### src/rtl/aacc_pkg.sv
// Package of the auxiliary converter configuration and calibration block.
// Holds register indices, field positions, reset values, modes and carrier types.
// Assumes an APB slave with 32-bit data; each byte register sits in the low lane.
package aacc_pkg;

    // -------------------------------------------------------------------------
    // Register indices and reset values
    // -------------------------------------------------------------------------
    localparam logic [7:0] CFG_IDX      = 8'h15;
    localparam logic [7:0] MUX_IDX      = 8'h16;
    localparam logic [7:0] OFS_LO_IDX   = 8'h17;
    localparam logic [7:0] OFS_HI_IDX   = 8'h18;
    localparam logic [7:0] FS_LO_IDX    = 8'h19;
    localparam logic [7:0] FS_HI_IDX    = 8'h1A;

    localparam logic [7:0] CFG_RESET    = 8'h00;
    localparam logic [7:0] MUX_RESET    = 8'h01;
    localparam logic [7:0] OFS_LO_RESET = 8'h00;
    localparam logic [7:0] OFS_HI_RESET = 8'h00;
    localparam logic [7:0] FS_LO_RESET  = 8'h00;
    localparam logic [7:0] FS_HI_RESET  = 8'h40;

    // -------------------------------------------------------------------------
    // Field positions
    // -------------------------------------------------------------------------
    localparam int RATE_LSB = 6;
    localparam int REF_LSB  = 3;
    localparam int GAIN_LSB = 0;
    localparam int POS_LSB  = 4;
    localparam int NEG_LSB  = 0;

    // Full-scale word of unity gain is 2 to this power.
    localparam int FS_UNITY_SHIFT = 14;

    // -------------------------------------------------------------------------
    // Modes
    // -------------------------------------------------------------------------
    typedef enum logic [1:0] {
        RATE_10SPS  = 2'h0,
        RATE_100SPS = 2'h1,
        RATE_400SPS = 2'h2,
        RATE_800SPS = 2'h3
    } aacc_rate_t;

    typedef enum logic [2:0] {
        REF_INTERNAL = 3'h0,
        REF_AIN01    = 3'h1,
        REF_AIN23    = 3'h2,
        REF_AIN45    = 3'h3,
        REF_SUPPLY   = 3'h4,
        REF_RSVD5    = 3'h5,
        REF_RSVD6    = 3'h6,
        REF_RSVD7    = 3'h7
    } aacc_ref_t;

    typedef enum logic [3:0] {
        IN_AIN0 = 4'h0, IN_AIN1 = 4'h1, IN_AIN2 = 4'h2, IN_AIN3 = 4'h3,
        IN_AIN4 = 4'h4, IN_AIN5 = 4'h5, IN_AIN6 = 4'h6, IN_AIN7 = 4'h7,
        IN_AIN8 = 4'h8, IN_AIN9 = 4'h9, IN_COMMON = 4'hA, IN_TEMP = 4'hB,
        IN_AVDD = 4'hC, IN_DVDD = 4'hD, IN_TEST = 4'hE, IN_OPEN = 4'hF
    } aacc_input_t;

    // -------------------------------------------------------------------------
    // Carrier types
    // -------------------------------------------------------------------------
    typedef struct packed {
        aacc_rate_t  auxRateSel;
        aacc_ref_t   auxRefSel;
        logic [2:0]  auxGainSel;
        logic [7:0]  auxGainFactor;
        logic        refReserved;
    } aacc_setting_t;

    typedef struct packed {
        aacc_input_t auxPosInputSel;
        aacc_input_t auxNegInputSel;
    } aacc_mux_t;

    typedef struct packed {
        logic               valid;
        logic signed [23:0] code;
    } aacc_sample_t;

endpackage : aacc_pkg

### src/rtl/aacc_config_cal.sv
// Configuration registers and digital calibration of the auxiliary converter.
// Assumes APB master on mclk; raw results arrive from logic on the same clock.
//
// Behaviour
// - Rate field bits 7:6 selects output rate.
// - Reference field bits 5:3 selects reference pair.
// - Gain field bits 2:0 gives two-power gain.
// - Positive selector bits 7:4, reset input 0.
// - Negative selector bits 3:0, reset input 1.
// - Offset word from two bytes, resets zero.
// - Offset word left-aligned to 24-bit result.
// - Subtract offset before full-scale scaling.
// - Full-scale word unsigned, resets to 4000h.
// - Gain factor equals full-scale word over 4000h.
// - Multiply offset-corrected result by gain factor.
//
// Decided for this implementation: the APB interface to the registers.
`timescale 1ns/1ps

module aacc_config_cal (
    input  wire logic                   mclk,
    input  wire logic                   reset_n,
    input  wire logic                   ce,
    input  wire logic                   psel,
    input  wire logic                   penable,
    input  wire logic                   pwrite,
    input  wire logic [7:0]             paddr,
    input  wire logic [31:0]            pwdata,
    input  wire logic [3:0]             pstrb,
    output logic [31:0]                 prdata,
    output logic                        pready,
    output logic                        pslverr,
    input  wire aacc_pkg::aacc_sample_t rawSample,
    output aacc_pkg::aacc_sample_t      calSample,
    output aacc_pkg::aacc_setting_t     auxSetting,
    output aacc_pkg::aacc_mux_t         auxMux
);

    // -------------------------------------------------------------------------
    // Register storage
    // -------------------------------------------------------------------------
    logic [7:0]  cfgReg;
    logic [7:0]  muxReg;
    logic [7:0]  ofsLoReg;
    logic [7:0]  ofsHiReg;
    logic [7:0]  fsLoReg;
    logic [7:0]  fsHiReg;
    logic [31:0] rdData;

    logic [7:0]  next_cfgReg;
    logic [7:0]  next_muxReg;
    logic [7:0]  next_ofsLoReg;
    logic [7:0]  next_ofsHiReg;
    logic [7:0]  next_fsLoReg;
    logic [7:0]  next_fsHiReg;
    logic [31:0] next_rdData;

    logic [5:0]  wordIdx;
    logic        addrHit;
    logic        setupPhase;
    logic        writeAccess;
    logic        laneZero;

    // -------------------------------------------------------------------------
    // Bus decode
    // -------------------------------------------------------------------------
    // Registers sit on word boundaries; the index is the word address.
    assign wordIdx     = paddr[7:2];
    assign setupPhase  = psel && !penable;
    assign writeAccess = psel && penable && pwrite && ce;
    assign laneZero    = pstrb[0];

    always_comb begin
        addrHit = 1'b0;
        if (paddr[1:0] != 2'h0) begin
            addrHit = 1'b0;
        end else if (wordIdx == aacc_pkg::CFG_IDX[5:0]) begin
            addrHit = 1'b1;
        end else if (wordIdx == aacc_pkg::MUX_IDX[5:0]) begin
            addrHit = 1'b1;
        end else if (wordIdx == aacc_pkg::OFS_LO_IDX[5:0]) begin
            addrHit = 1'b1;
        end else if (wordIdx == aacc_pkg::OFS_HI_IDX[5:0]) begin
            addrHit = 1'b1;
        end else if (wordIdx == aacc_pkg::FS_LO_IDX[5:0]) begin
            addrHit = 1'b1;
        end else if (wordIdx == aacc_pkg::FS_HI_IDX[5:0]) begin
            addrHit = 1'b1;
        end
    end

    // Zero wait states; a frozen block stretches the access phase instead.
    assign pready  = ce;
    assign pslverr = psel && penable && !addrHit;
    assign prdata  = rdData;

    // -------------------------------------------------------------------------
    // Register writes
    // -------------------------------------------------------------------------
    always_comb begin
        next_cfgReg   = cfgReg;
        next_muxReg   = muxReg;
        next_ofsLoReg = ofsLoReg;
        next_ofsHiReg = ofsHiReg;
        next_fsLoReg  = fsLoReg;
        next_fsHiReg  = fsHiReg;
        if (writeAccess && laneZero && paddr[1:0] == 2'h0) begin
            if (wordIdx == aacc_pkg::CFG_IDX[5:0]) begin
                next_cfgReg = pwdata[7:0];
            end else if (wordIdx == aacc_pkg::MUX_IDX[5:0]) begin
                next_muxReg = pwdata[7:0];
            end else if (wordIdx == aacc_pkg::OFS_LO_IDX[5:0]) begin
                next_ofsLoReg = pwdata[7:0];
            end else if (wordIdx == aacc_pkg::OFS_HI_IDX[5:0]) begin
                next_ofsHiReg = pwdata[7:0];
            end else if (wordIdx == aacc_pkg::FS_LO_IDX[5:0]) begin
                next_fsLoReg = pwdata[7:0];
            end else if (wordIdx == aacc_pkg::FS_HI_IDX[5:0]) begin
                next_fsHiReg = pwdata[7:0];
            end
        end
    end

    always_ff @(posedge mclk) begin
        if (!reset_n) begin
            cfgReg   <= aacc_pkg::CFG_RESET;
            muxReg   <= aacc_pkg::MUX_RESET;
            ofsLoReg <= aacc_pkg::OFS_LO_RESET;
            ofsHiReg <= aacc_pkg::OFS_HI_RESET;
            fsLoReg  <= aacc_pkg::FS_LO_RESET;
            fsHiReg  <= aacc_pkg::FS_HI_RESET;
        end else if (ce) begin
            cfgReg   <= next_cfgReg;
            muxReg   <= next_muxReg;
            ofsLoReg <= next_ofsLoReg;
            ofsHiReg <= next_ofsHiReg;
            fsLoReg  <= next_fsLoReg;
            fsHiReg  <= next_fsHiReg;
        end
    end

    // -------------------------------------------------------------------------
    // Read data
    // -------------------------------------------------------------------------
    // Read data is fetched during setup so it stands through the access.
    always_comb begin
        next_rdData = rdData;
        if (setupPhase) begin
            next_rdData = 32'h0000_0000;
            if (paddr[1:0] != 2'h0) begin
                next_rdData = 32'h0000_0000;
            end else if (wordIdx == aacc_pkg::CFG_IDX[5:0]) begin
                next_rdData[7:0] = cfgReg;
            end else if (wordIdx == aacc_pkg::MUX_IDX[5:0]) begin
                next_rdData[7:0] = muxReg;
            end else if (wordIdx == aacc_pkg::OFS_LO_IDX[5:0]) begin
                next_rdData[7:0] = ofsLoReg;
            end else if (wordIdx == aacc_pkg::OFS_HI_IDX[5:0]) begin
                next_rdData[7:0] = ofsHiReg;
            end else if (wordIdx == aacc_pkg::FS_LO_IDX[5:0]) begin
                next_rdData[7:0] = fsLoReg;
            end else if (wordIdx == aacc_pkg::FS_HI_IDX[5:0]) begin
                next_rdData[7:0] = fsHiReg;
            end
        end
    end

    always_ff @(posedge mclk) begin
        if (!reset_n) begin
            rdData <= 32'h0000_0000;
        end else if (ce) begin
            rdData <= next_rdData;
        end
    end

    // -------------------------------------------------------------------------
    // Setting outputs
    // -------------------------------------------------------------------------
    aacc_pkg::aacc_setting_t settingReg;
    aacc_pkg::aacc_setting_t next_settingReg;
    aacc_pkg::aacc_mux_t     muxOut;
    aacc_pkg::aacc_mux_t     next_muxOut;

    always_comb begin
        next_settingReg.auxRateSel =
            aacc_pkg::aacc_rate_t'(next_cfgReg[aacc_pkg::RATE_LSB +: 2]);
        next_settingReg.auxRefSel =
            aacc_pkg::aacc_ref_t'(next_cfgReg[aacc_pkg::REF_LSB +: 3]);
        next_settingReg.auxGainSel = next_cfgReg[aacc_pkg::GAIN_LSB +: 3];
        next_settingReg.auxGainFactor =
            8'h01 << next_cfgReg[aacc_pkg::GAIN_LSB +: 3];
        // Codes above the supply pair select no reference at all.
        next_settingReg.refReserved =
            next_cfgReg[aacc_pkg::REF_LSB +: 3] > aacc_pkg::REF_SUPPLY;
        next_muxOut.auxPosInputSel =
            aacc_pkg::aacc_input_t'(next_muxReg[aacc_pkg::POS_LSB +: 4]);
        next_muxOut.auxNegInputSel =
            aacc_pkg::aacc_input_t'(next_muxReg[aacc_pkg::NEG_LSB +: 4]);
    end

    always_ff @(posedge mclk) begin
        if (!reset_n) begin
            // Reset outputs are decoded from the register reset values so both agree.
            settingReg.auxRateSel    <=
                aacc_pkg::aacc_rate_t'(aacc_pkg::CFG_RESET[aacc_pkg::RATE_LSB +: 2]);
            settingReg.auxRefSel     <=
                aacc_pkg::aacc_ref_t'(aacc_pkg::CFG_RESET[aacc_pkg::REF_LSB +: 3]);
            settingReg.auxGainSel    <= aacc_pkg::CFG_RESET[aacc_pkg::GAIN_LSB +: 3];
            settingReg.auxGainFactor <=
                8'h01 << aacc_pkg::CFG_RESET[aacc_pkg::GAIN_LSB +: 3];
            settingReg.refReserved   <=
                aacc_pkg::CFG_RESET[aacc_pkg::REF_LSB +: 3] > aacc_pkg::REF_SUPPLY;
            muxOut.auxPosInputSel    <=
                aacc_pkg::aacc_input_t'(aacc_pkg::MUX_RESET[aacc_pkg::POS_LSB +: 4]);
            muxOut.auxNegInputSel    <=
                aacc_pkg::aacc_input_t'(aacc_pkg::MUX_RESET[aacc_pkg::NEG_LSB +: 4]);
        end else if (ce) begin
            settingReg <= next_settingReg;
            muxOut     <= next_muxOut;
        end
    end

    assign auxSetting = settingReg;
    assign auxMux     = muxOut;

    // -------------------------------------------------------------------------
    // Calibration: offset stage
    // -------------------------------------------------------------------------
    logic signed [15:0] auxOffsetWord;
    logic        [15:0] auxFullscaleWord;
    logic signed [23:0] offsetAligned;
    logic signed [24:0] diffWide;

    aacc_pkg::aacc_sample_t ofsStage;
    aacc_pkg::aacc_sample_t next_ofsStage;

    // Each byte acts on its own write, so a mixed word is in use between the two.
    assign auxOffsetWord    = {ofsHiReg, ofsLoReg};
    assign auxFullscaleWord = {fsHiReg, fsLoReg};
    assign offsetAligned    = {auxOffsetWord, 8'h00};

    always_comb begin
        diffWide = {rawSample.code[23], rawSample.code}
                 - {offsetAligned[23], offsetAligned};
        // A sample offered while ce is low is not taken.
        next_ofsStage.valid = rawSample.valid;
        next_ofsStage.code  = ofsStage.code;
        if (rawSample.valid) begin
            if (diffWide[24] != diffWide[23]) begin
                next_ofsStage.code = diffWide[24] ? 24'sh800000
                                                  : 24'sh7FFFFF;
            end else begin
                next_ofsStage.code = diffWide[23:0];
            end
        end
    end

    always_ff @(posedge mclk) begin
        if (!reset_n) begin
            ofsStage <= '{1'b0, 24'sh000000};
        end else if (ce) begin
            ofsStage <= next_ofsStage;
        end
    end

    // -------------------------------------------------------------------------
    // Calibration: full-scale stage
    // -------------------------------------------------------------------------
    logic signed [40:0] product;
    logic               prodFits;

    aacc_pkg::aacc_sample_t outStage;
    aacc_pkg::aacc_sample_t next_outStage;

    always_comb begin
        // Unsigned word extended by a zero so the product stays signed.
        product = ofsStage.code * $signed({1'b0, auxFullscaleWord});
        prodFits = (product[40:37] == {4{product[37]}});
        next_outStage.valid = ofsStage.valid;
        next_outStage.code  = outStage.code;
        if (ofsStage.valid) begin
            if (!prodFits) begin
                next_outStage.code = product[40] ? 24'sh800000
                                                 : 24'sh7FFFFF;
            end else begin
                next_outStage.code =
                    product[aacc_pkg::FS_UNITY_SHIFT +: 24];
            end
        end
    end

    always_ff @(posedge mclk) begin
        if (!reset_n) begin
            outStage <= '{1'b0, 24'sh000000};
        end else if (ce) begin
            outStage <= next_outStage;
        end
    end

    assign calSample = outStage;

endmodule : aacc_config_cal

### config.mk
export PLATFORM = sky130hd
export DESIGN_NAME = aacc_config_cal
export DESIGN_NICKNAME = d
export VERILOG_FILES = /design/src/rtl/aacc_pkg.sv /design/src/rtl/aacc_config_cal.sv
export SDC_FILE = /design/constraint.sdc
export NUM_CORES = 1
export LEC_CHECK = 0
export ABC_AREA = 1
export BUFFER_PORTS_ARGS = -buffer_cell sky130_fd_sc_hd__buf_2
export CORE_ASPECT_RATIO = 1.5
export CORE_MARGIN = 1
export CORE_UTILIZATION = 37
export CTS_CLUSTER_DIAMETER = 50
export DETAILED_ROUTE_END_ITERATION = 10
export PLACE_DENSITY = 0.65
export SLEW_MARGIN = 25
export SYNTH_ARGS = -nofsm -noshare
export SYNTH_HDL_FRONTEND = slang
export SYNTH_SLANG_ARGS = --single-unit
### constraint.sdc
create_clock -name mclk -period 9.7 [get_ports mclk]
set_clock_uncertainty 0.1 [all_clocks]
set_input_delay 1.94 -clock mclk [delete_from_list [all_inputs] [get_ports mclk]]
set_output_delay 1.94 -clock mclk [all_outputs]
set_load 0.01 [all_outputs]
==> impl_metrics.json <==
{
  "status": "complete, no violations",
  "rr_worst_depth": 24,
  "die_x_um": 195,
  "fp.coreArea_um2": 55000,
  "grt_pass1_vias": 17901,
  "grt_antenna_before_repair": 0,
  "areaGrowthSynthToFinish_pct": 7.36,
  "vias_per_cell": 4.82,
  "antenna_left": 0,
  "critical_path_class": "flip-flop to flip-flop",
  "postCtsHoldBufs": 0,
  "nNetsFinal": 3377,
  "tightest_slew_ns": 0.983,
  "die_area_um2": 57000,
  "grt_usage_pct": 20.7,
  "seq_area_frac_synth_pct": 11.1,
  "synth_cells": 2793,
  "hold_path.class": "flip-flop to flip-flop",
  "initial_core_util_pct": 37.7,
  "n_antenna_cell": 0,
  "required_ns": 9.99,
  "cp_slowest_cell": "dfxtp_1",
  "tns_ns": 0,
  "hold_viol_final": 0,
  "wl_um": 55700,
  "finalCritPeriodShare_pct": 76.9,
  "slew_viol_final": 0,
  "place_congestion": 0.915,
  "relSlewSlack_pct": 34.4,
  "async_flop_share_pct": 0,
  "crit_fanout": 23,
  "cellPowerDensity_nw_per_um2": 64.3,
  "grt_pass1_wl_um": 91800,
  "drive_gt1_share_pct": 8.29,
  "finalSetupViolCount": 0,
  "p_total_mw": 1.43,
  "clockRootBuffer": "clkbuf_16",
  "htree_levels": 4,
  "numCtsBuffers": 17,
  "cts_setup_buffers": 0,
  "cts_tree": "done",
  "die_h_um": 292,
  "io_buffers": 107,
  "pin_count": 159,
  "max_freq_mhz": 134,
  "whs_path_depth": 2,
  "crit_chain": "buf_4, nand2_1, fa_1, fa_1, inv_1, fa_1, fa_1, fa_1, inv_1, fa_1, inv_1, ha_1, nand2_1, nor2_1, nand2_1, nor2_1, nand3_1, nand3_1, nand2_1, nand2_1, nand2_1, a21oi_4, nand3_1, a21oi_2",
  "clk_pin_slew_ns": 0.07,
  "fin_crit_ns": 7.46,
  "synth_edf_count": 0,
  "drtIter0Drc": 937,
  "worstSetupEndpointType": "flip-flop",
  "netlist_area_um2": 20700,
  "wl_per_cell_um": 15.8,
  "ys.flop_type": "dfxtp_1",
  "start_kind": "flip-flop",
  "cts_max_path_buffers": 2,
  "num_vias": 16971,
  "ir_drop_uv": 106,
  "cts_sinks": 115,
  "drc": 0,
  "cap_violations": 0,
  "syn_area_per_cell_um2": 7.43,
  "grt_max_degree": 82,
  "crit_path_max_incr_delay_ns": 0.92,
  "grt.overflow.total": 0,
  "synth.distinct_cells": 50,
  "synth_seq_cells": 115,
  "whs_ns": 0.364,
  "ys.warnings.count": 0,
  "insertion_delay_ns": 0.46,
  "critical_path_arrival_ns": 7.75,
  "hpwlAfterDp_um": 44300,
  "cts.repair.resized": 0,
  "dr.pass1.iters": 5,
  "rows": 105,
  "postLayoutCoreUtil_pct": 40.5,
  "rsz0062_at_grt": "no",
  "leakage_nw": 12.6
}
flip-flops by register name, summed over array words and instances, names as in the netlist:
name           cells
auxSetting         9
calSample         25
cfgReg             8
fsHiReg            8
fsLoReg            8
muxReg             8
next_outStage      1
ofsHiReg           8
ofsLoReg           8
ofsStage          24
prdata             8
final timing paths:
check / slack (ns) / end / from
setup / recovery: 2.24 / calSample[6] / fsLoReg[6]
hold / removal: 0.36 / auxSetting[8] / auxSetting[8]
setup reg to reg: 2.24 / calSample[6] / fsLoReg[6]
hold reg to reg: 0.36 / auxSetting[8] / auxSetting[8]
through the flow:
step / setup slack, ns / cell area (um^2) / std cells
detailed placement: 2.30 / 21700 / 3487
CTS: 2.26 / 22300 / 3519
global route: 1.75 / 22300 / 3519
floorplan: 3.44 / 20800 / 2816
global placement: 2.34 / 21700 / 3487
finish: 2.24 / 22300 / 3519
Yosys cell counts, drive strengths merged (3+ instances only):
| library cell | instances | area share (%) |
|---|---|---|
| o211ai | 3 | 0.11 |
| clkbuf | 110 | 2.0 |
| or2 | 6 | 0.18 |
| nand4 | 12 | 0.39 |
| o221ai | 8 | 0.34 |
| a21oi | 155 | 4.2 |
| buf | 41 | 1.5 |
| nand3b | 4 | 0.14 |
| inv | 773 | 14 |
| nand3 | 70 | 2.0 |
| dfxtp | 115 | 11 |
| xor2 | 24 | 1.0 |
| nor2 | 84 | 1.7 |
| nand2 | 717 | 13 |
| o21ai | 114 | 2.8 |
| fa | 376 | 36 |
| xnor2 | 13 | 0.55 |
| o21bai | 7 | 0.25 |
| o2111ai | 5 | 0.21 |
| nor3 | 17 | 0.48 |
| ha | 115 | 6.9 |
report_power, final:
group | internal [mW] | switching, mW
Sequential | 0.485 | 0.0588
Clock | 0.348 | 0.307
Combinational | 0.0828 | 0.149
placed cells by master (no fill, tap or decap), types with 13 or more instances in the layout:
master / n
conb_1: 24
nor3_1: 14
a21oi_2: 21
dfxtp_1: 114
o21ai_0: 112
xor2_1: 24
inv_1: 770
a21oi_1: 133
ha_1: 115
fa_1: 376
nor2_1: 72
nand2_2: 14
clkbuf_16: 17
xnor2_1: 13
nand3_1: 59
nand2_1: 702
buf_4: 20
buf_2: 107
cells by family (layout without fill, tap and decap cells):
family,after synthesis,in the layout,share of synthesized area [%]
other,1,24,0.0181
adders and majority gates,491,491,43.2
buffers and inverters,926,934,17.5
DFF,115,115,11.1
and+or+nand+nor,914,914,18.2
AOI/OAI and AO/OA,309,309,8.44
xor gates and xnor gates,37,37,1.56
worst max-delay path: cells and delay by family (launching register included):
family          cells  cell delay [ns]
flops               1             0.92
compound gates      2             0.77
buf+inv             4             0.73
simple gates       11             1.44
fa+ha+maj           7             3.40
area by class of cell:
type,count,area (um^2)
Clock buffer,17,425
Inverter,775,2910
Timing Repair Buffer,127,686
Multi-Input combinational cell,1775,14900
Sequential cell,115,2300
Fill cell,5610,32800
Tap cell,695,870
Clock inverter,15,176
per-layer routing:
metal  global-route usage (%)  wire length, um  vias up
li1                         -                -     8097
met1                     21.2            19800     8278
met2                     39.5            30500      410
met3                     2.02             1760      186
met4                     13.3             3600        0
met5                        0                0        -
(Power assumes the default switching activity.)
